===== src/verilog/mfbc_regs.svh =====
// register offsets, field positions, reset values and timing counts
// ***********************************************************************
// Summary of operation
// - upper 2T count is limit sum plus half difference, rounded up
// - lower 2T count is limit sum minus half difference
// - single-period window comes from the low and high limit registers
// - from the start bit on, decoded bits fill the buffer byte by byte
// - more than 16 unread bytes overwrite the oldest stored bytes
// - receive counter counts bytes in and bytes read, readable by host
// - receive interrupt when the rising counter hits the threshold
// - level bits pick 4, 8, 12 bytes, or empty or receive error
// - buffer access, config write or delete command clears interrupt
// - a bit error raises interrupt and returns to start-up
// - errors: short, between windows, too long, or no mid-bit edge
// - a byte holding a bit error never enters the buffer
// - config write in receive resets buffer logic and counter
// - receive mode still selected after config write restarts start-up
// - rising transition decodes 1; transparent pin follows the level
// - mode bits 0 and 1 select transmit
// - pattern bit sends buffer bits as NRZ, no Manchester coding
// - transmit waits in start-up until the synthesizer is locked
// - loads taken in start-up or transmit; sends MSB first by itself
// - transmit counter interrupt when the falling count hits threshold
// - config write in transmit clears buffer and counter
// - transparent bit disables the buffer; pin stream is sent
// - Manchester 1 is low to high; pattern or transparent 1 is high
// ***********************************************************************
`ifndef MFBC_REGS_SVH
`define MFBC_REGS_SVH

// ***********************************************************************
// register indices
// ***********************************************************************
`define MFBC_REG_CFG1 4'h1
`define MFBC_REG_CFG4 4'h4
`define MFBC_REG_CFG5 4'h5
`define MFBC_REG_CFG6 4'h6
`define MFBC_REG_DATA 4'h8
`define MFBC_REG_STATUS 4'h9
`define MFBC_REG_CMD 4'ha

// ***********************************************************************
// field positions
// ***********************************************************************
`define MFBC_CFG1_OP_LO 0
`define MFBC_CFG1_OP_HI 1
`define MFBC_CFG1_IRQ_LO 2
`define MFBC_CFG1_IRQ_HI 3
`define MFBC_CFG1_TRANSP 4
`define MFBC_CFG1_PATTERN 5
`define MFBC_CFG4_ASK 0
`define MFBC_CFG4_RATE_RANGE_EXTEND 1
`define MFBC_CMD_DEL_IRQ 0

// ***********************************************************************
// reset values and timing
// ***********************************************************************
`define MFBC_CFG1_RST 8'h00
`define MFBC_CFG4_RST 8'h00
`define MFBC_CFG5_RST 8'h0e
`define MFBC_CFG6_RST 8'h18
`define MFBC_TICK_DIV 100
`define MFBC_DEPTH 16

`endif


===== src/verilog/mfbc_pkg.sv =====
// types shared by the codec modules
package mfbc_pkg;

   typedef enum logic [2:0] {
      st_idle,
      st_rx_start,
      st_rx_hunt,
      st_rx_data,
      st_tx_start,
      st_tx_active
   } mfbc_state_type;

   typedef enum logic [2:0] {
      iv_short,
      iv_single,
      iv_gap,
      iv_double,
      iv_long
   } mfbc_interval_type;

endpackage


===== src/verilog/mfbc_edge_timer.sv =====
// edge-to-edge interval timer and T/2T window classifier
`timescale 1ns/1ps
`default_nettype none
module mfbc_edge_timer
   import mfbc_pkg::*;
(
   input wire logic clock,
   input wire logic sys_rst,
   input wire logic tick,
   input wire logic level,
   input wire logic restart,
   input wire logic [5:0] lim_min,
   input wire logic [5:0] lim_max,
   output logic edge_seen_q,
   output logic edge_rise_q,
   output logic timeout_q,
   output mfbc_interval_type interval_q
);
   logic [7:0] sum;
   logic [7:0] diff;
   logic [7:0] dbl_low;
   logic [7:0] dbl_high;
   logic [7:0] count_q;
   logic armed_q;
   logic level_q;
   logic edge_now;

   assign sum = {2'h0, lim_min} + {2'h0, lim_max};
   assign diff = {2'h0, lim_max} - {2'h0, lim_min};
   // subtracting the floor of the half rounds the result up
   assign dbl_low = sum - {1'b0, diff[7:1]};
   assign dbl_high = sum + {1'b0, diff[7:1]} + {7'h00, diff[0]};
   assign edge_now = level != level_q;

   always_ff @(posedge clock) begin
      if (sys_rst || restart) begin
         level_q <= level;
         count_q <= 8'h00;
         armed_q <= 1'b0;
      end else begin
         level_q <= level;
         if (edge_now) begin
            count_q <= 8'h00;
            armed_q <= 1'b1;
         end else if (tick && armed_q) begin
            if (count_q + 8'h01 >= dbl_high) begin
               armed_q <= 1'b0;
            end
            if (count_q != 8'hff) begin
               count_q <= count_q + 8'h01;
            end
         end
      end
   end

   always_ff @(posedge clock) begin
      if (sys_rst || restart) begin
         edge_seen_q <= 1'b0;
         edge_rise_q <= 1'b0;
         timeout_q <= 1'b0;
         interval_q <= iv_short;
      end else begin
         edge_seen_q <= edge_now && armed_q;
         edge_rise_q <= level;
         // no edge inside the double window is an error too
         timeout_q <= !edge_now && tick && armed_q &&
            (count_q + 8'h01 >= dbl_high);
         if (count_q < {2'h0, lim_min}) begin
            interval_q <= iv_short;
         end else if (count_q < {2'h0, lim_max}) begin
            interval_q <= iv_single;
         end else if (count_q < dbl_low) begin
            interval_q <= iv_gap;
         end else if (count_q < dbl_high) begin
            interval_q <= iv_double;
         end else begin
            interval_q <= iv_long;
         end
      end
   end
endmodule
`default_nettype wire


===== src/verilog/mfbc_top.sv =====
// receive/transmit frame buffer codec with register port
`timescale 1ns/1ps
`default_nettype none
`include "mfbc_regs.svh"
module mfbc_top
   import mfbc_pkg::*;
#(
   parameter int DETECT_DIV = `MFBC_TICK_DIV,
   parameter int DEPTH = `MFBC_DEPTH
)(
   input wire logic clock,
   input wire logic sys_rst,
   input wire logic [3:0] reg_addr,
   input wire logic [7:0] reg_wdata,
   input wire logic reg_wr,
   input wire logic reg_rd,
   output logic [7:0] reg_rdata_q,
   input wire logic demod_pin,
   input wire logic pll_lock_pin,
   input wire logic serial_in_tx_stream_pin,
   output logic serial_out_rx_stream_pin,
   output logic tx_level_q,
   output logic synth_enable_q,
   output logic irq_q
);
   localparam int PW = $clog2(DEPTH);
   localparam int CW = $clog2(DEPTH + 1);

   // ********************************************************************
   // synchronisers and detection tick
   // ********************************************************************
   logic [2:0] sync_meta_q;
   logic [2:0] sync_q;
   logic demod_s;
   logic lock_s;
   logic tx_pin_s;
   logic [15:0] div_q;
   logic tick_q;

   always_ff @(posedge clock) begin
      if (sys_rst) begin
         sync_meta_q <= 3'h0;
         sync_q <= 3'h0;
      end else begin
         sync_meta_q <= {serial_in_tx_stream_pin, pll_lock_pin, demod_pin};
         sync_q <= sync_meta_q;
      end
   end
   assign demod_s = sync_q[0];
   assign lock_s = sync_q[1];
   assign tx_pin_s = sync_q[2];

   always_ff @(posedge clock) begin
      if (sys_rst) begin
         div_q <= 16'h0000;
         tick_q <= 1'b0;
      end else if (div_q == 16'(DETECT_DIV - 1)) begin
         div_q <= 16'h0000;
         tick_q <= 1'b1;
      end else begin
         div_q <= div_q + 16'h0001;
         tick_q <= 1'b0;
      end
   end

   // ********************************************************************
   // configuration registers
   // ********************************************************************
   logic [7:0] cfg1_q;
   logic [7:0] cfg4_q;
   logic [7:0] cfg5_q;
   logic [7:0] cfg6_q;
   logic cfg_write;
   logic buf_rd;
   logic buf_wr;
   logic del_cmd;
   logic rx_mode;
   logic tx_mode;
   logic transparent;
   logic pattern;
   logic [1:0] level_sel;

   assign cfg_write = reg_wr && (reg_addr == `MFBC_REG_CFG1 ||
      reg_addr == `MFBC_REG_CFG4 || reg_addr == `MFBC_REG_CFG5 ||
      reg_addr == `MFBC_REG_CFG6);
   assign buf_rd = reg_rd && reg_addr == `MFBC_REG_DATA;
   assign buf_wr = reg_wr && reg_addr == `MFBC_REG_DATA;
   assign del_cmd = reg_wr && reg_addr == `MFBC_REG_CMD &&
      reg_wdata[`MFBC_CMD_DEL_IRQ];
   assign rx_mode = cfg1_q[`MFBC_CFG1_OP_HI] && cfg1_q[`MFBC_CFG1_OP_LO];
   assign tx_mode = !cfg1_q[`MFBC_CFG1_OP_HI] &&
      cfg1_q[`MFBC_CFG1_OP_LO];
   assign transparent = cfg1_q[`MFBC_CFG1_TRANSP];
   assign pattern = cfg1_q[`MFBC_CFG1_PATTERN];
   assign level_sel = {cfg1_q[`MFBC_CFG1_IRQ_HI], cfg1_q[`MFBC_CFG1_IRQ_LO]};

   always_ff @(posedge clock) begin
      if (sys_rst) begin
         cfg1_q <= `MFBC_CFG1_RST;
         cfg4_q <= `MFBC_CFG4_RST;
         cfg5_q <= `MFBC_CFG5_RST;
         cfg6_q <= `MFBC_CFG6_RST;
      end else if (reg_wr) begin
         case (reg_addr)
            `MFBC_REG_CFG1: cfg1_q <= reg_wdata;
            `MFBC_REG_CFG4: cfg4_q <= reg_wdata;
            `MFBC_REG_CFG5: cfg5_q <= reg_wdata;
            `MFBC_REG_CFG6: cfg6_q <= reg_wdata;
            default: ;
         endcase
      end
   end

   // ********************************************************************
   // operating state
   // ********************************************************************
   mfbc_state_type state_q;
   logic bit_error;
   logic start_found;
   logic decode_on;

   always_ff @(posedge clock) begin
      if (sys_rst) begin
         state_q <= st_idle;
      end else if (cfg_write) begin
         // idle re-dispatches on the new mode bits
         state_q <= st_idle;
      end else begin
         case (state_q)
            st_idle: begin
               if (rx_mode) begin
                  state_q <= st_rx_start;
               end else if (tx_mode) begin
                  state_q <= st_tx_start;
               end
            end
            st_rx_start: begin
               if (lock_s) begin
                  state_q <= st_rx_hunt;
               end
            end
            st_rx_hunt: begin
               if (bit_error) begin
                  state_q <= st_rx_start;
               end else if (start_found) begin
                  state_q <= st_rx_data;
               end
            end
            st_rx_data: begin
               if (bit_error) begin
                  state_q <= st_rx_start;
               end
            end
            st_tx_start: begin
               if (lock_s) begin
                  state_q <= st_tx_active;
               end
            end
            st_tx_active: ;
            default: state_q <= st_idle;
         endcase
      end
   end

   always_ff @(posedge clock) begin
      if (sys_rst) begin
         synth_enable_q <= 1'b0;
      end else begin
         synth_enable_q <= state_q != st_idle && !cfg_write;
      end
   end

   // ********************************************************************
   // receive decoder
   // ********************************************************************
   logic edge_seen;
   logic edge_rise;
   logic timeout;
   mfbc_interval_type interval;
   logic at_mid_q;
   logic [6:0] shift_q;
   logic [2:0] bitcnt_q;
   logic got_bit;
   logic rx_push;

   assign decode_on = (state_q == st_rx_hunt || state_q == st_rx_data) &&
      !transparent;

   mfbc_edge_timer u_timer (
      .clock(clock),
      .sys_rst(sys_rst),
      .tick(tick_q),
      .level(demod_s),
      .restart(!decode_on || bit_error || cfg_write),
      .lim_min(cfg5_q[5:0]),
      .lim_max(cfg6_q[5:0]),
      .edge_seen_q(edge_seen),
      .edge_rise_q(edge_rise),
      .timeout_q(timeout),
      .interval_q(interval)
   );

   // preamble edges are all T apart; the first 2T is the start bit's
   // mid-bit edge, which only works if the start bit breaks the pattern
   assign start_found = decode_on && state_q == st_rx_hunt && edge_seen &&
      interval == iv_double;
   assign bit_error = decode_on && (timeout || (edge_seen &&
      (interval == iv_short || interval == iv_gap || interval == iv_long ||
      (state_q == st_rx_data && interval == iv_double &&
      !at_mid_q))));
   assign got_bit = decode_on && edge_seen && !bit_error &&
      (start_found || (state_q == st_rx_data &&
      (interval == iv_double || !at_mid_q)));
   assign rx_push = got_bit && bitcnt_q == 3'h7;

   always_ff @(posedge clock) begin
      if (sys_rst || !decode_on || bit_error || cfg_write) begin
         // a partial byte is dropped here on error
         at_mid_q <= 1'b0;
         shift_q <= 7'h00;
         bitcnt_q <= 3'h0;
      end else if (edge_seen) begin
         at_mid_q <= got_bit;
         if (got_bit) begin
            // rising mid-bit edge is a one
            shift_q <= {shift_q[5:0], edge_rise};
            bitcnt_q <= bitcnt_q + 3'h1;
         end
      end
   end

   always_ff @(posedge clock) begin
      if (sys_rst) begin
         serial_out_rx_stream_pin <= 1'b0;
      end else begin
         serial_out_rx_stream_pin <= rx_mode && transparent &&
            (state_q == st_rx_hunt || state_q == st_rx_data) &&
            demod_s;
      end
   end

   // ********************************************************************
   // data buffer and byte counter
   // ********************************************************************
   logic [7:0] mem_q [DEPTH];
   logic [PW-1:0] wr_ptr_q;
   logic [PW-1:0] rd_ptr_q;
   logic [CW-1:0] cnt_q;
   logic [CW-1:0] cnt_d;
   logic [7:0] push_data;
   logic push;
   logic pop;
   logic full;
   logic tx_load;
   logic host_load;

   assign full = cnt_q == CW'(DEPTH);
   assign host_load = buf_wr && !transparent &&
      (state_q == st_tx_start || state_q == st_tx_active);
   assign push = rx_push || host_load;
   assign push_data = rx_push ? {shift_q, edge_rise} : reg_wdata;
   assign pop = tx_load || (buf_rd && cnt_q != '0 &&
      (state_q == st_rx_hunt || state_q == st_rx_data));

   always_comb begin
      cnt_d = cnt_q;
      if (push && !pop && !full) begin
         cnt_d = cnt_q + CW'(1);
      end else if (pop && !push) begin
         cnt_d = cnt_q - CW'(1);
      end
   end

   always_ff @(posedge clock) begin
      if (push) begin
         mem_q[wr_ptr_q] <= push_data;
      end
   end

   always_ff @(posedge clock) begin
      if (sys_rst || cfg_write) begin
         wr_ptr_q <= '0;
         rd_ptr_q <= '0;
         cnt_q <= '0;
      end else begin
         cnt_q <= cnt_d;
         if (push) begin
            wr_ptr_q <= wr_ptr_q + PW'(1);
         end
         // a push into a full buffer drops the oldest byte
         if (pop || (push && full)) begin
            rd_ptr_q <= rd_ptr_q + PW'(1);
         end
      end
   end

   // ********************************************************************
   // buffer interrupt
   // ********************************************************************
   function automatic logic [CW-1:0] level_threshold(input logic [1:0] sel);
      case (sel)
         2'h0: level_threshold = CW'(4);
         2'h1: level_threshold = CW'(8);
         2'h2: level_threshold = CW'(12);
         default: level_threshold = '0;
      endcase
   endfunction

   logic irq_set;
   logic irq_clr;
   logic [CW-1:0] threshold;

   assign threshold = level_threshold(level_sel);
   assign irq_set = bit_error ||
      (rx_push && cnt_d != cnt_q && cnt_d == threshold) ||
      (tx_load && !push && cnt_d == threshold);
   assign irq_clr = buf_rd || buf_wr || cfg_write || del_cmd;

   always_ff @(posedge clock) begin
      if (sys_rst) begin
         irq_q <= 1'b0;
      end else if (irq_set && !buf_rd && !cfg_write) begin
         // a read in progress masks new buffer events
         irq_q <= 1'b1;
      end else if (irq_clr) begin
         irq_q <= 1'b0;
      end
   end

   // ********************************************************************
   // transmit serialiser
   // ********************************************************************
   logic busy_q;
   logic [7:0] byte_q;
   logic [2:0] bitidx_q;
   logic half_q;
   logic [6:0] hcnt_q;
   logic [6:0] half_len;
   logic cur_bit;
   logic symbol;

   // half-bit length in ticks follows the low limit, doubled by the
   // range-extension bit
   assign half_len = cfg4_q[`MFBC_CFG4_RATE_RANGE_EXTEND] ? {cfg5_q[5:0], 1'b0} :
      {1'b0, cfg5_q[5:0]};
   assign tx_load = state_q == st_tx_active && !transparent && !busy_q &&
      cnt_q != '0 && !cfg_write;
   assign cur_bit = byte_q[bitidx_q];
   // manchester: inverted first half, true second half
   assign symbol = pattern ? cur_bit :
      (half_q ? cur_bit : !cur_bit);

   always_ff @(posedge clock) begin
      if (sys_rst || cfg_write || state_q != st_tx_active) begin
         busy_q <= 1'b0;
         byte_q <= 8'h00;
         bitidx_q <= 3'h7;
         half_q <= 1'b0;
         hcnt_q <= 7'h00;
      end else if (tx_load) begin
         busy_q <= 1'b1;
         byte_q <= mem_q[rd_ptr_q];
         bitidx_q <= 3'h7;
         half_q <= 1'b0;
         hcnt_q <= 7'h00;
      end else if (busy_q && tick_q) begin
         if (hcnt_q + 7'h01 >= half_len) begin
            hcnt_q <= 7'h00;
            half_q <= !half_q;
            if (half_q) begin
               if (bitidx_q == 3'h0) begin
                  busy_q <= 1'b0;
               end
               bitidx_q <= bitidx_q - 3'h1;
            end
         end else begin
            hcnt_q <= hcnt_q + 7'h01;
         end
      end
   end

   always_ff @(posedge clock) begin
      if (sys_rst) begin
         tx_level_q <= 1'b0;
      end else if (state_q == st_tx_active && transparent) begin
         tx_level_q <= tx_pin_s;
      end else if (busy_q) begin
         tx_level_q <= symbol;
      end else begin
         tx_level_q <= 1'b0;
      end
   end

   // ********************************************************************
   // register read port
   // ********************************************************************
   always_ff @(posedge clock) begin
      if (sys_rst) begin
         reg_rdata_q <= 8'h00;
      end else if (reg_rd) begin
         case (reg_addr)
            `MFBC_REG_CFG1: reg_rdata_q <= cfg1_q;
            `MFBC_REG_CFG4: reg_rdata_q <= cfg4_q;
            `MFBC_REG_CFG5: reg_rdata_q <= cfg5_q;
            `MFBC_REG_CFG6: reg_rdata_q <= cfg6_q;
            `MFBC_REG_DATA: reg_rdata_q <= cnt_q != '0 ?
               mem_q[rd_ptr_q] : 8'h00;
            `MFBC_REG_STATUS: reg_rdata_q <= {decode_on, lock_s, irq_q,
               cnt_q};
            default: reg_rdata_q <= 8'h00;
         endcase
      end else begin
         reg_rdata_q <= 8'h00;
      end
   end
endmodule
`default_nettype wire


===== config.mk =====
export PLATFORM = sky130hd
export DESIGN_NAME = mfbc_top
export DESIGN_NICKNAME = d
export VERILOG_FILES = /design/src/verilog/mfbc_pkg.sv /design/src/verilog/mfbc_edge_timer.sv /design/src/verilog/mfbc_top.sv
export VERILOG_INCLUDE_DIRS = /design/src /design/src/verilog
export SDC_FILE = /design/constraint.sdc
export NUM_CORES = 1
export LEC_CHECK = 0
export ABC_CLOCK_PERIOD_IN_PS = 4000
export BUFFER_PORTS_ARGS = -buffer_cell sky130_fd_sc_hd__buf_2
export CAP_MARGIN = 20
export CORE_MARGIN = 4
export CORE_UTILIZATION = 35
export DETAILED_ROUTE_END_ITERATION = 8
export SYNTH_ARGS = -nofsm -noshare
export SYNTH_HDL_FRONTEND = slang
export SYNTH_SLANG_ARGS = --single-unit

===== constraint.sdc =====
create_clock -name clock -period 4 [get_ports clock]
set_input_delay 0.4 -clock clock [delete_from_list [all_inputs] [get_ports clock]]
set_output_delay 0.4 -clock clock [all_outputs]
set_load 0.01 [all_outputs]

# == After elaboration in Yosys (flattened, before gate mapping) ==
# Memory sizes are Yosys's and may differ from the RTL's. A register that Yosys moved wholly into a read port is not among the register bits.
# Index checks and enable logic that the tools add are counted.
# totals
register_bits,130
out_inout_bits,12
input_bits,19
ramBits,128
wordCells,250
n_memories,1
# mem_list
memory,depth,width,rd,rd_ports_with_merged_regs,wr,line_no,text
mem_q,16,8,1,1,1,mfbc_top.sv:245,logic [7:0] mem_q [DEPTH];
# op_classes
n_reduce_logical,122
bitwise,2
order_cmp,7
n_addsub,14
mux,40
eq_ne,30
# ops
op,count
1-bit logical AND,49
8-bit case mux with 6 select lines,1
1-bit logical OR,27
3-bit two-way mux,8
1-bit two-way mux,19
3-bit case mux with 6 select lines,1
"16-bit by 1-bit adder with 16-bit output, second input constant",1
"16-bit by 7-bit equality test with 1-bit output, second input constant",1
8-bit by 6-bit less-than comparator with 1-bit output,2
8-bit less-than comparator,2
8-bit two-way mux,2
2-bit AND reduction,8
1-bit zero test,14
7-bit two-way mux,2
2-bit nonzero test,7
"3-bit by 2-bit equality test with 1-bit output, second input constant",4
"3-bit equality test, second input constant",4
"4-bit by 3-bit equality test with 1-bit output, second input constant",3
"4-bit equality test, second input constant",3
4-bit case mux with 3 select lines,1
2-bit OR reduction,6
5-bit two-way mux,2
3-bit zero test,3
"3-bit != test, second input constant",3
37 further kinds,42

# == Depth between registers and ports, before layout ==
# Gate-level depths: netlist of the first run.
# logic_depth
depth_word,24
depth_mapped,20
depth_no_buf,20

# == By module ==
# Synthesis of the first run repeated with hierarchy kept, for this count alone.
# unflattened
cells_unflattened,1129
hier_area_um2,13113.8
# modules_own_cells
mod,area_per_inst_um2,cells_per_inst,seq_area_each_um2,n_inst
mfbc_top,10764.1,856,6206.0,1
mfbc_edge_timer,2349.8,273,320.3,1

# == Worst setup path before layout of the first run ==
# OpenSTA, ideal clock, no wires.
# synth_path
path_type,register to register
start,register cfg5_q[1]
end,register u_timer.interval_q[2]
required_ns,3.886
path_slack_ns,0.418
n_path_buf,1
setup_ns,0.114
path_stages_with_launch,19
synth_period_minus_slack_ns,3.582
arrival_time_ns,3.469
path_cell_list,dfxtp_1 > inv_1 > fa_1 > a21o_1 > a21oi_1 > xnor2_1 > ha_1 > clkbuf_1 > nor2_1 > nor2_1 > o21bai_1 > a21oi_1 > xor2_1 > ha_1 > or2_2 > a21oi_1 > a21oi_1 > a21boi_0 > nor2b_1
# synth_via
elab_chain_cells,5
elab_cells_between_ends,10
cone_classes,add/sub: 5; order compare: 3; mux: 1; reduce/logical: 1
# synth_lines
element,line_no,text
"start, declared",mfbc_top.sv:71,logic [7:0] cfg5_q;
"start signal, assigned",mfbc_top.sv:101,cfg5_q <= `MFBC_CFG5_RST;
"start signal, assigned",mfbc_top.sv:107,`MFBC_REG_CFG5: cfg5_q <= reg_wdata;
6-bit by 6-bit subtractor with 7-bit output / 6-bit by 6-bit adder with 7-bit output (equally long branches),"mfbc_edge_timer.sv:29, mfbc_edge_timer.sv:28",
8-bit by 7-bit adder with 8-bit output,mfbc_edge_timer.sv:32,"assign dbl_high = sum + {1'b0, diff[7:1]} + {7'h00, diff[0]};"
8-bit by 1-bit adder with 8-bit output,mfbc_edge_timer.sv:32,
8-bit less-than comparator,mfbc_edge_timer.sv:74,end else if (count_q < dbl_high) begin
3-bit two-way mux,mfbc_edge_timer.sv:74,
"end signal, assigned",mfbc_edge_timer.sv:73,interval_q <= iv_gap;
"end signal, assigned",mfbc_edge_timer.sv:75,interval_q <= iv_double;
"end signal, assigned",mfbc_edge_timer.sv:77,interval_q <= iv_long;
"end, declared",mfbc_edge_timer.sv:17,output mfbc_interval_type interval_q
# Several ways; a longest one is shown, not always the timed one.
# A chain may end at the register's enable or synchronous reset.

# == Worst setup path after layout of the first run ==
# layout_path
start,register cfg6_q[0]
end,register u_timer.interval_q[2]
# layout_via
elab_chain_cells,5
elab_cells_between_ends,10
cone_classes,add/sub: 5; order compare: 3; mux: 1; reduce/logical: 1
# layout_lines
element,line_no,text
"start, declared",mfbc_top.sv:72,logic [7:0] cfg6_q;
"start signal, assigned",mfbc_top.sv:102,cfg6_q <= `MFBC_CFG6_RST;
"start signal, assigned",mfbc_top.sv:108,`MFBC_REG_CFG6: cfg6_q <= reg_wdata;
6-bit by 6-bit adder with 7-bit output / 6-bit by 6-bit subtractor with 7-bit output (equally long branches),"mfbc_edge_timer.sv:28, mfbc_edge_timer.sv:29",
8-bit by 7-bit adder with 8-bit output,mfbc_edge_timer.sv:32,
8-bit by 1-bit adder with 8-bit output,mfbc_edge_timer.sv:32,
8-bit less-than comparator,mfbc_edge_timer.sv:74,
3-bit two-way mux,mfbc_edge_timer.sv:74,
# Several ways; a longest one is shown, not always the timed one.

==> impl_metrics.env, run 1 <==
export IMPL_port_buffer_count=30
export IMPL_crit_type="reg -> reg"
export IMPL_synth_common_cells="nor2_1 (141), dfxtp_1 (134), edfxtp_1 (128)"
export IMPL_synth_nets=1237
export IMPL_post_place_ws_ns=0.2838
export IMPL_grt_pass1_wl_um=46930
export IMPL_cp_cell_sequence="inv_1, ha_1, inv_1, fa_1, a21o_1, a21oi_1, xnor2_1, ha_1, nor2_1, nor2_1, o21bai_1, a21oi_1, xor2_1, ha_1, or2_2, a21oi_1, a21oi_1, a21boi_0, nor2b_1"
export IMPL_path_common_cell="a21oi_1"
export IMPL_core_area_sq_um=36700
export IMPL_cellPowerDensity_nw_per_um2=392.0
export IMPL_crit_family="adder cells"
export IMPL_holdWs_ns=0.06496
export IMPL_grt_use_total_pct=14.12
export IMPL_die_h_um=201.2
export IMPL_clk_pin_slew_ns=0.06
export IMPL_core_rowCount=70
export IMPL_max_slew_margin_pct=38.54
export IMPL_ios=31
export IMPL_postPlaceCellArea_sq_um=13760
export IMPL_cts_tree="yes"
export IMPL_cts_max_path_buffers=3
export IMPL_layout_drive_gt1_share_pct=14.26
export IMPL_synth_warnings=0
export IMPL_fin_crit_sh_pct=93.12
export IMPL_design_area_sq_um=14720
export IMPL_cpMaxStageDelayCell="fa_1"
export IMPL_setup_tns_ns=0
export IMPL_endpoint_kind="flip-flop"
export IMPL_vdd_ir_drop_worst_mv=0.2482
export IMPL_synth_area_leaders="edfxtp_1 (29%), dfxtp_1 (21%), ha_1 (7.8%), mux4_2 (7.2%), nor2_1 (4.0%)"
export IMPL_fill_cells=3461
export IMPL_yosysSeqAreaShare_pct=49.93
export IMPL_syn_to_final_growth_pct=12.59
export IMPL_p_sw_share_pct=21.69
export IMPL_fin_nets=1267
export IMPL_antenna_found_initial=0
export IMPL_async_reset_ff_share_pct=0
export IMPL_cts_root_buf="clkbuf_16"
export IMPL_dp_hpwl_um=21500
export IMPL_wl_per_cell_um=17.63
export IMPL_seqPwrFrac_pct=49.1
export IMPL_finalWeightedCongestion=0.8241
export IMPL_setup_slack_ns=0.2752
export IMPL_clockPowerShare_pct=46.2
export IMPL_start_util_pct=35.62
export IMPL_final_util_pct=40.10
export IMPL_die_w_um=201.2
export IMPL_synth_area_per_cell_sq_um=11.54
export IMPL_outcome="finished, final reports clean"
export IMPL_ys_ff_latch=262
export IMPL_hold_viol_final=0
export IMPL_path_buf_inv=2
export IMPL_syn_area_sq_um=13070
export IMPL_clock_latency_ns=0.57
export IMPL_min_path_type="in -> reg"
export IMPL_diodes=0
export IMPL_die_area_sq_um=40500
export IMPL_yosysTopAreaCell="edfxtp_1"
export IMPL_critPathArrivalTime_ns=4.17
export IMPL_worst_path_largest_cell_delay_ns=0.43
export IMPL_p_int_mw=4.517
export IMPL_grt_overflow=0
export IMPL_layoutNonFillerInstCount=1653
export IMPL_clock_fmax_ghz=0.2685
export IMPL_hold_buffers=0
export IMPL_grt_pass1_vias=8386
export IMPL_synthCells=1133
export IMPL_p_leak_nw=5.615
export IMPL_postRouteWirelength_um=29140
export IMPL_synth_edff_count=128
export IMPL_setup_viol=0
export IMPL_remaining_drc_errors=0
export IMPL_post_synth_top_count_cell="nor2_1"
export IMPL_fin_skew_ns=0.02672
export IMPL_worstPathMaxFanout=6
export IMPL_required_ns=4.44
export IMPL_start_kind="flip-flop"
export IMPL_worst_slew_pin_transition_ns=0.9171
export IMPL_power_frac_comb_pct=4.7
export IMPL_ant_nets=0
export IMPL_cts_buffers=29
export IMPL_vias=8558
export IMPL_post_place_cells=1600
export IMPL_synth_flop_cell="dfxtp_1"
export IMPL_post_route_min_period_ns=3.725
export IMPL_grt_max_degree=27
export IMPL_drv_slew=0
export IMPL_crit_start="cfg6_q[0]$_SDFFE_PP0P_"
export IMPL_cap_viol_max_count=0
export IMPL_rr_startpoint="cfg6_q[0]$_SDFFE_PP0P_"
export IMPL_drtIter0Drc=671
export IMPL_power_total_mw=5.768
export IMPL_yosysTopAreaCellShare_pct=29.41
export IMPL_drtPass1Iterations=5
export IMPL_cts_num_sinks=262
export IMPL_cts_max_level=1
export IMPL_hold_start="demod_pin"
export IMPL_power_switching_mw=1.251
export IMPL_vias_per_cell=5.177
export IMPL_rsz0062_at_grt="no"
export IMPL_synthDistinctLibCells=80
[placed cells by master (no fill, tap or decap), drive strengths merged, types with 8 or more instances in the layout]
cell    count
a21oi      49
nor3       14
clkbuf     37
a211oi      9
xnor2      30
a21o       15
a22o        8
o21ai      34
mux4       42
ha         81
nor2b      17
mux2i      44
clkinv     11
edfxtp    128
nand3      19
inv        50
o21a       14
nor2      141
mux2        8
a211o       8
and3       14
o21bai      9
a31oi      14
nand2      56
buf        51
dfxtp     134
nand2b     16
xor2       38
[flip-flops by register name, indices dropped and copies added (netlist names), 4 cells and up, named ones only]
register / flops
byte_q: 8
cfg1_q: 8
cfg4_q: 8
cfg5_q: 8
cfg6_q: 8
cnt_q: 5
div_q: 16
hcnt_q: 7
mem_q: 128
rd_ptr_q: 4
reg_rdata_q: 8
shift_q: 7
u_timer.count_q: 8
wr_ptr_q: 4
[final timing paths]
| check | cells past startpoint | slack [ns] | end |
|---|---|---|---|
| worst min register to register | 0 | 0.43 | u_timer.level_q$_DFF_P_ |
| worst min-delay path | 2 | 0.06 | sync_meta_q[0]$_SDFF_PP0_ |
| worst max-delay path | 19 | 0.28 | u_timer.interval_q[2]$_SDFF_PP0_ |
| worst max register to register | 19 | 0.28 | u_timer.interval_q[2]$_SDFF_PP0_ |
[power by group through the flow]
stage               registers (mW)  clock network [mW]  logic, mW
finish                        2.83                2.66      0.271
global route                  2.83                2.85      0.308
CTS                           2.83                2.74      0.273
detailed placement            2.89                   0      0.269
global placement              2.89                   0      0.266
floorplan                     2.89                   0      0.194
[cell families after synthesis]
group / share of synthesized area, %
compound gates: 10.51
xor+xnor: 4.787
fa+ha+maj: 8.453
buf+inv: 3.092
flops: 49.93
mux: 11.30
simple gates: 11.93
[routing by layer]
| metal | share of wire, % | global-route usage (%) |
|---|---|---|
| met2 | 49 | 24.08 |
| met1 | 44 | 18.91 |
| met5 | 0 | 0 |
| met3 | 4.3 | 2.079 |
| met4 | 2.9 | 3.809 |
[final cells by class]
type	count	area [sq um]	area share [%]
tap	468	585.6	3.979
clock inverter	16	191.4	1.301
sequential	262	6529	44.37
multi-input combinational	770	6150	41.79
timing repair buffer	51	320.3	2.177
clock buffer	37	755.7	5.136
inverter	49	183.9	1.250
[repair_timing]
item / CTS / global route
gates resized for setup: 0 / 3
endpoints found under the setup margin: 0 / 3
setup buffers: 0 / 0
[worst register-to-register path: cells and delay by family (launching register included)]
family / cells / cell delay, ns
xor+xnor: 2 / 0.30
compound gates: 7 / 1.05
simple gates: 4 / 0.65
buf+inv: 2 / 0.11
flops: 1 / 0.31
fa+ha+maj: 4 / 1.20
Power figures use the tool's default switching activity.
==> run 2: changes to the inputs <==
--- a/config.mk
+++ b/config.mk
@@ -6,6 +6,7 @@
 export SDC_FILE = /design/constraint.sdc
 export NUM_CORES = 1
 export LEC_CHECK = 0
+export ABC_AREA = 1
 export ABC_CLOCK_PERIOD_IN_PS = 4000
 export BUFFER_PORTS_ARGS = -buffer_cell sky130_fd_sc_hd__buf_2
 export CAP_MARGIN = 20
==> impl_metrics.env, run 2 <==
export IMPL_outcome="finished, final reports clean"
export IMPL_hold_buffers=0
export IMPL_grt_use_total_pct=15.28
export IMPL_rsz0062_at_grt="no"
export IMPL_start_kind="flip-flop"
export IMPL_fin_nets=1576
export IMPL_worst_slew_pin_transition_ns=0.8996
export IMPL_synth_area_leaders="edfxtp_1 (30%), dfxtp_1 (21%), ha_1 (7.8%), inv_1 (6.1%), a21oi_1 (5.5%)"
export IMPL_rr_startpoint="cfg6_q[0]$_SDFFE_PP0P_"
export IMPL_ff_latch_area_sq_um=6531
export IMPL_multi_input_comb_area_sq_um=5569
export IMPL_remaining_drc_errors=0
export IMPL_worst_path_largest_cell_delay_ns=0.41
export IMPL_dp_hpwl_um=22690
export IMPL_required_ns=4.51
export IMPL_ios=31
export IMPL_clockPowerShare_pct=44.3
export IMPL_core_rowCount=70
export IMPL_ctsResizeCount=0
export IMPL_cap_viol_max_count=0
export IMPL_yosysSeqAreaShare_pct=50.16
export IMPL_path_buf_inv=6
export IMPL_seqPwrFrac_pct=47.7
export IMPL_power_frac_comb_pct=8.0
export IMPL_clock_latency_ns=0.58
export IMPL_crit_start="cfg6_q[0]$_SDFFE_PP0P_"
export IMPL_drtIter0Drc=748
export IMPL_critPathArrivalTime_ns=4.21
export IMPL_synth_adder_area_share_pct=8.405
export IMPL_clock_fmax_ghz=0.2703
export IMPL_regToRegEndpoint="u_timer.interval_q[0]$_SDFF_PP0_"
export IMPL_synth_warnings=0
export IMPL_grt_max_degree=73
export IMPL_synth_area_per_cell_sq_um=9.098
export IMPL_setup_tns_ns=0
export IMPL_cts_tree="yes"
export IMPL_largest_register_ffs=128
export IMPL_layout_drive_gt1_share_pct=9.498
export IMPL_synthDistinctLibCells=51
export IMPL_p_int_mw=4.566
export IMPL_drtPass1Iterations=5
export IMPL_cts_max_level=1
export IMPL_die_area_sq_um=40320
export IMPL_max_slew_margin_pct=40.02
export IMPL_synth_xor_area_share_pct=2.558
export IMPL_drv_slew=0
export IMPL_reg2reg_slack_ns=0.30
export IMPL_synthMuxAreaShare_pct=2.462
export IMPL_post_synth_top_count_cell="inv_1"
export IMPL_top_regs="mem_q (128), div_q (16)"
export IMPL_crit_family="adder cells"
export IMPL_crit_end="u_timer.interval_q[0]$_SDFF_PP0_"
export IMPL_post_route_min_period_ns=3.700
export IMPL_syn_area_sq_um=13010
export IMPL_min_path_type="in -> reg"
export IMPL_most_common_layout_cells="inv_1 (210), nand2_1 (177), a21oi_1 (137)"
export IMPL_r2r_cells=27
export IMPL_ys_ff_latch=262
export IMPL_synth_edff_count=128
export IMPL_synthSimpleGateAreaFrac_pct=13.60
export IMPL_vias=9814
export IMPL_cts_num_sinks=262
export IMPL_setup_viol=0
export IMPL_vdd_ir_drop_worst_mv=0.2932
export IMPL_postRouteWirelength_um=31730
export IMPL_die_h_um=200.8
export IMPL_port_buffer_count=30
export IMPL_die_w_um=200.8
export IMPL_cts_buffers=29
export IMPL_cts_setup_buffers=0
export IMPL_synthCells=1430
export IMPL_top_register="mem_q"
export IMPL_syn_to_final_growth_pct=13.57
export IMPL_hold_viol_final=0
export IMPL_wl_per_cell_um=16.16
export IMPL_start_util_pct=35.54
export IMPL_endpoint_kind="flip-flop"
export IMPL_vias_per_cell=4.999
export IMPL_p_sw_share_pct=24.01
export IMPL_worstPathMaxFanout=5
export IMPL_synth_compound_gate_area_share_pct=15.21
export IMPL_p_leak_nw=5.813
export IMPL_grt_overflow=0
export IMPL_async_reset_ff_share_pct=0
export IMPL_antenna_found_initial=0
export IMPL_synth_flop_cell="dfxtp_1"
export IMPL_power_total_mw=6.008
export IMPL_cts_max_path_buffers=3
export IMPL_cp_depth=27
export IMPL_cts_root_buf="clkbuf_16"
export IMPL_cpMaxStageDelayCell="fa_1"
export IMPL_cellPowerDensity_nw_per_um2=406.6
export IMPL_layout_commonest_cell="inv_1"
export IMPL_power_switching_mw=1.442
export IMPL_grt_pass1_vias=9420
export IMPL_synth_nets=1534
export IMPL_synth_common_cells="inv_1 (212), nand2_1 (177), a21oi_1 (142)"
export IMPL_clk_pin_slew_ns=0.06
export IMPL_finalWeightedCongestion=0.8999
export IMPL_fill_cells=3599
export IMPL_diodes=0
export IMPL_grt_pass1_wl_um=50350
export IMPL_ant_nets=0
export IMPL_yosysTopAreaCellShare_pct=29.54
export IMPL_fin_crit_sh_pct=92.49
export IMPL_yosysTopAreaCell="edfxtp_1"
export IMPL_synth_top_family_by_area="compound AO/OA/AOI/OAI gates"
export IMPL_core_area_sq_um=36610
export IMPL_fin_skew_ns=0.02347
export IMPL_crit_type="reg -> reg"
export IMPL_path_common_cell="nand2_1"
run 2: cell types whose count changed after synthesis, moves of 15 or more:
cell,delta
nor2b_1,-17
xnor2_1,-22
mux4_2,-42
nor2_1,-34
a21oi_1,+94
inv_1,+163
o21ai_0,+100
nand3_1,+35
o211ai_1,+32
nand2b_1,-15
nand2_1,+122
run 2: routing by layer:
metal / routed length [um] / GRT usage, % / share of wire, % / vias up
met4: 816 / 4.326 / 2.6 / 0
met2: 14990 / 26.01 / 47 / 232
li1: - / - / - / 4948
met3: 1500 / 1.842 / 4.7 / 57
met1: 14420 / 20.62 / 45 / 4577
met5: 0 / 0 / 0 / -
run 2: logic make-up after synthesis:
| kind of cell | Yosys count |
|---|---|
| muxes | 32 |
| xor gates and xnor gates | 38 |
| buffers and inverters | 258 |
| AOI/OAI and AO/OA | 355 |
| DFF | 262 |
| and+or+nand+nor | 400 |
| adders and majority gates | 85 |
run 2: area by class of cell:
cell class,instances,share of cell area (%)
well taps,468,3.963
repair buffers,53,2.185
flip-flops and latches,262,44.20
clock buffers,35,5.199
clock inverters,19,1.253
multi-input cells,910,37.69
inverters,216,5.504
run 2: metrics by stage:
stage | setup slack [ns] | std cells | hold slack (ns) | utilization (%) | cell area [sq um]
after floorplan | 0.1584 | 1430 | 0.3761 | - | 13010
after global placement | 0.2296 | 1908 | 0.3964 | 37.52 | 13740
after detailed placement | 0.1337 | 1908 | 0.3937 | 37.52 | 13740
after CTS | 0.1199 | 1962 | 0.02900 | 40.13 | 14690
after global routing | 0.002438 | 1963 | 0.03450 | 40.36 | 14780
final | 0.3004 | 1963 | 0.04637 | 40.36 | 14780
run 2: power groups by stage:
stage	clock network, mW	registers [mW]	logic (mW)
2_1_floorplan	0	2.92	0.318
3_3_place_gp	0	2.92	0.451
3_5_place_dp	0	2.92	0.460
4_1_cts	2.73	2.86	0.464
5_1_grt	2.83	2.87	0.551
6_report	2.66	2.86	0.484
run 2: worst min-delay path by stage:
stage	end	from	slack, ns	depth (start not counted)
global placement	sync_q[1]$_SDFF_PP0_	sync_meta_q[1]$_SDFF_PP0_	0.40	2
detailed placement	sync_q[1]$_SDFF_PP0_	sync_meta_q[1]$_SDFF_PP0_	0.39	2
floorplan	u_timer.level_q$_DFF_P_	sync_q[0]$_SDFF_PP0_	0.38	0
global route	sync_meta_q[2]$_SDFF_PP0_	serial_in_tx_stream_pin	0.03	3
finish	sync_meta_q[2]$_SDFF_PP0_	serial_in_tx_stream_pin	0.05	3
CTS	sync_meta_q[2]$_SDFF_PP0_	serial_in_tx_stream_pin	0.03	3
run 2: worst register-to-register path, delay by kind of cell, from the launching register on:
| kind | cells | cell delay [ns] |
|---|---|---|
| AOI/OAI and AO/OA | 5 | 0.81 |
| adders and majority gates | 4 | 1.24 |
| buffers and inverters | 6 | 0.43 |
| DFF | 1 | 0.32 |
| and+or+nand+nor | 12 | 0.86 |
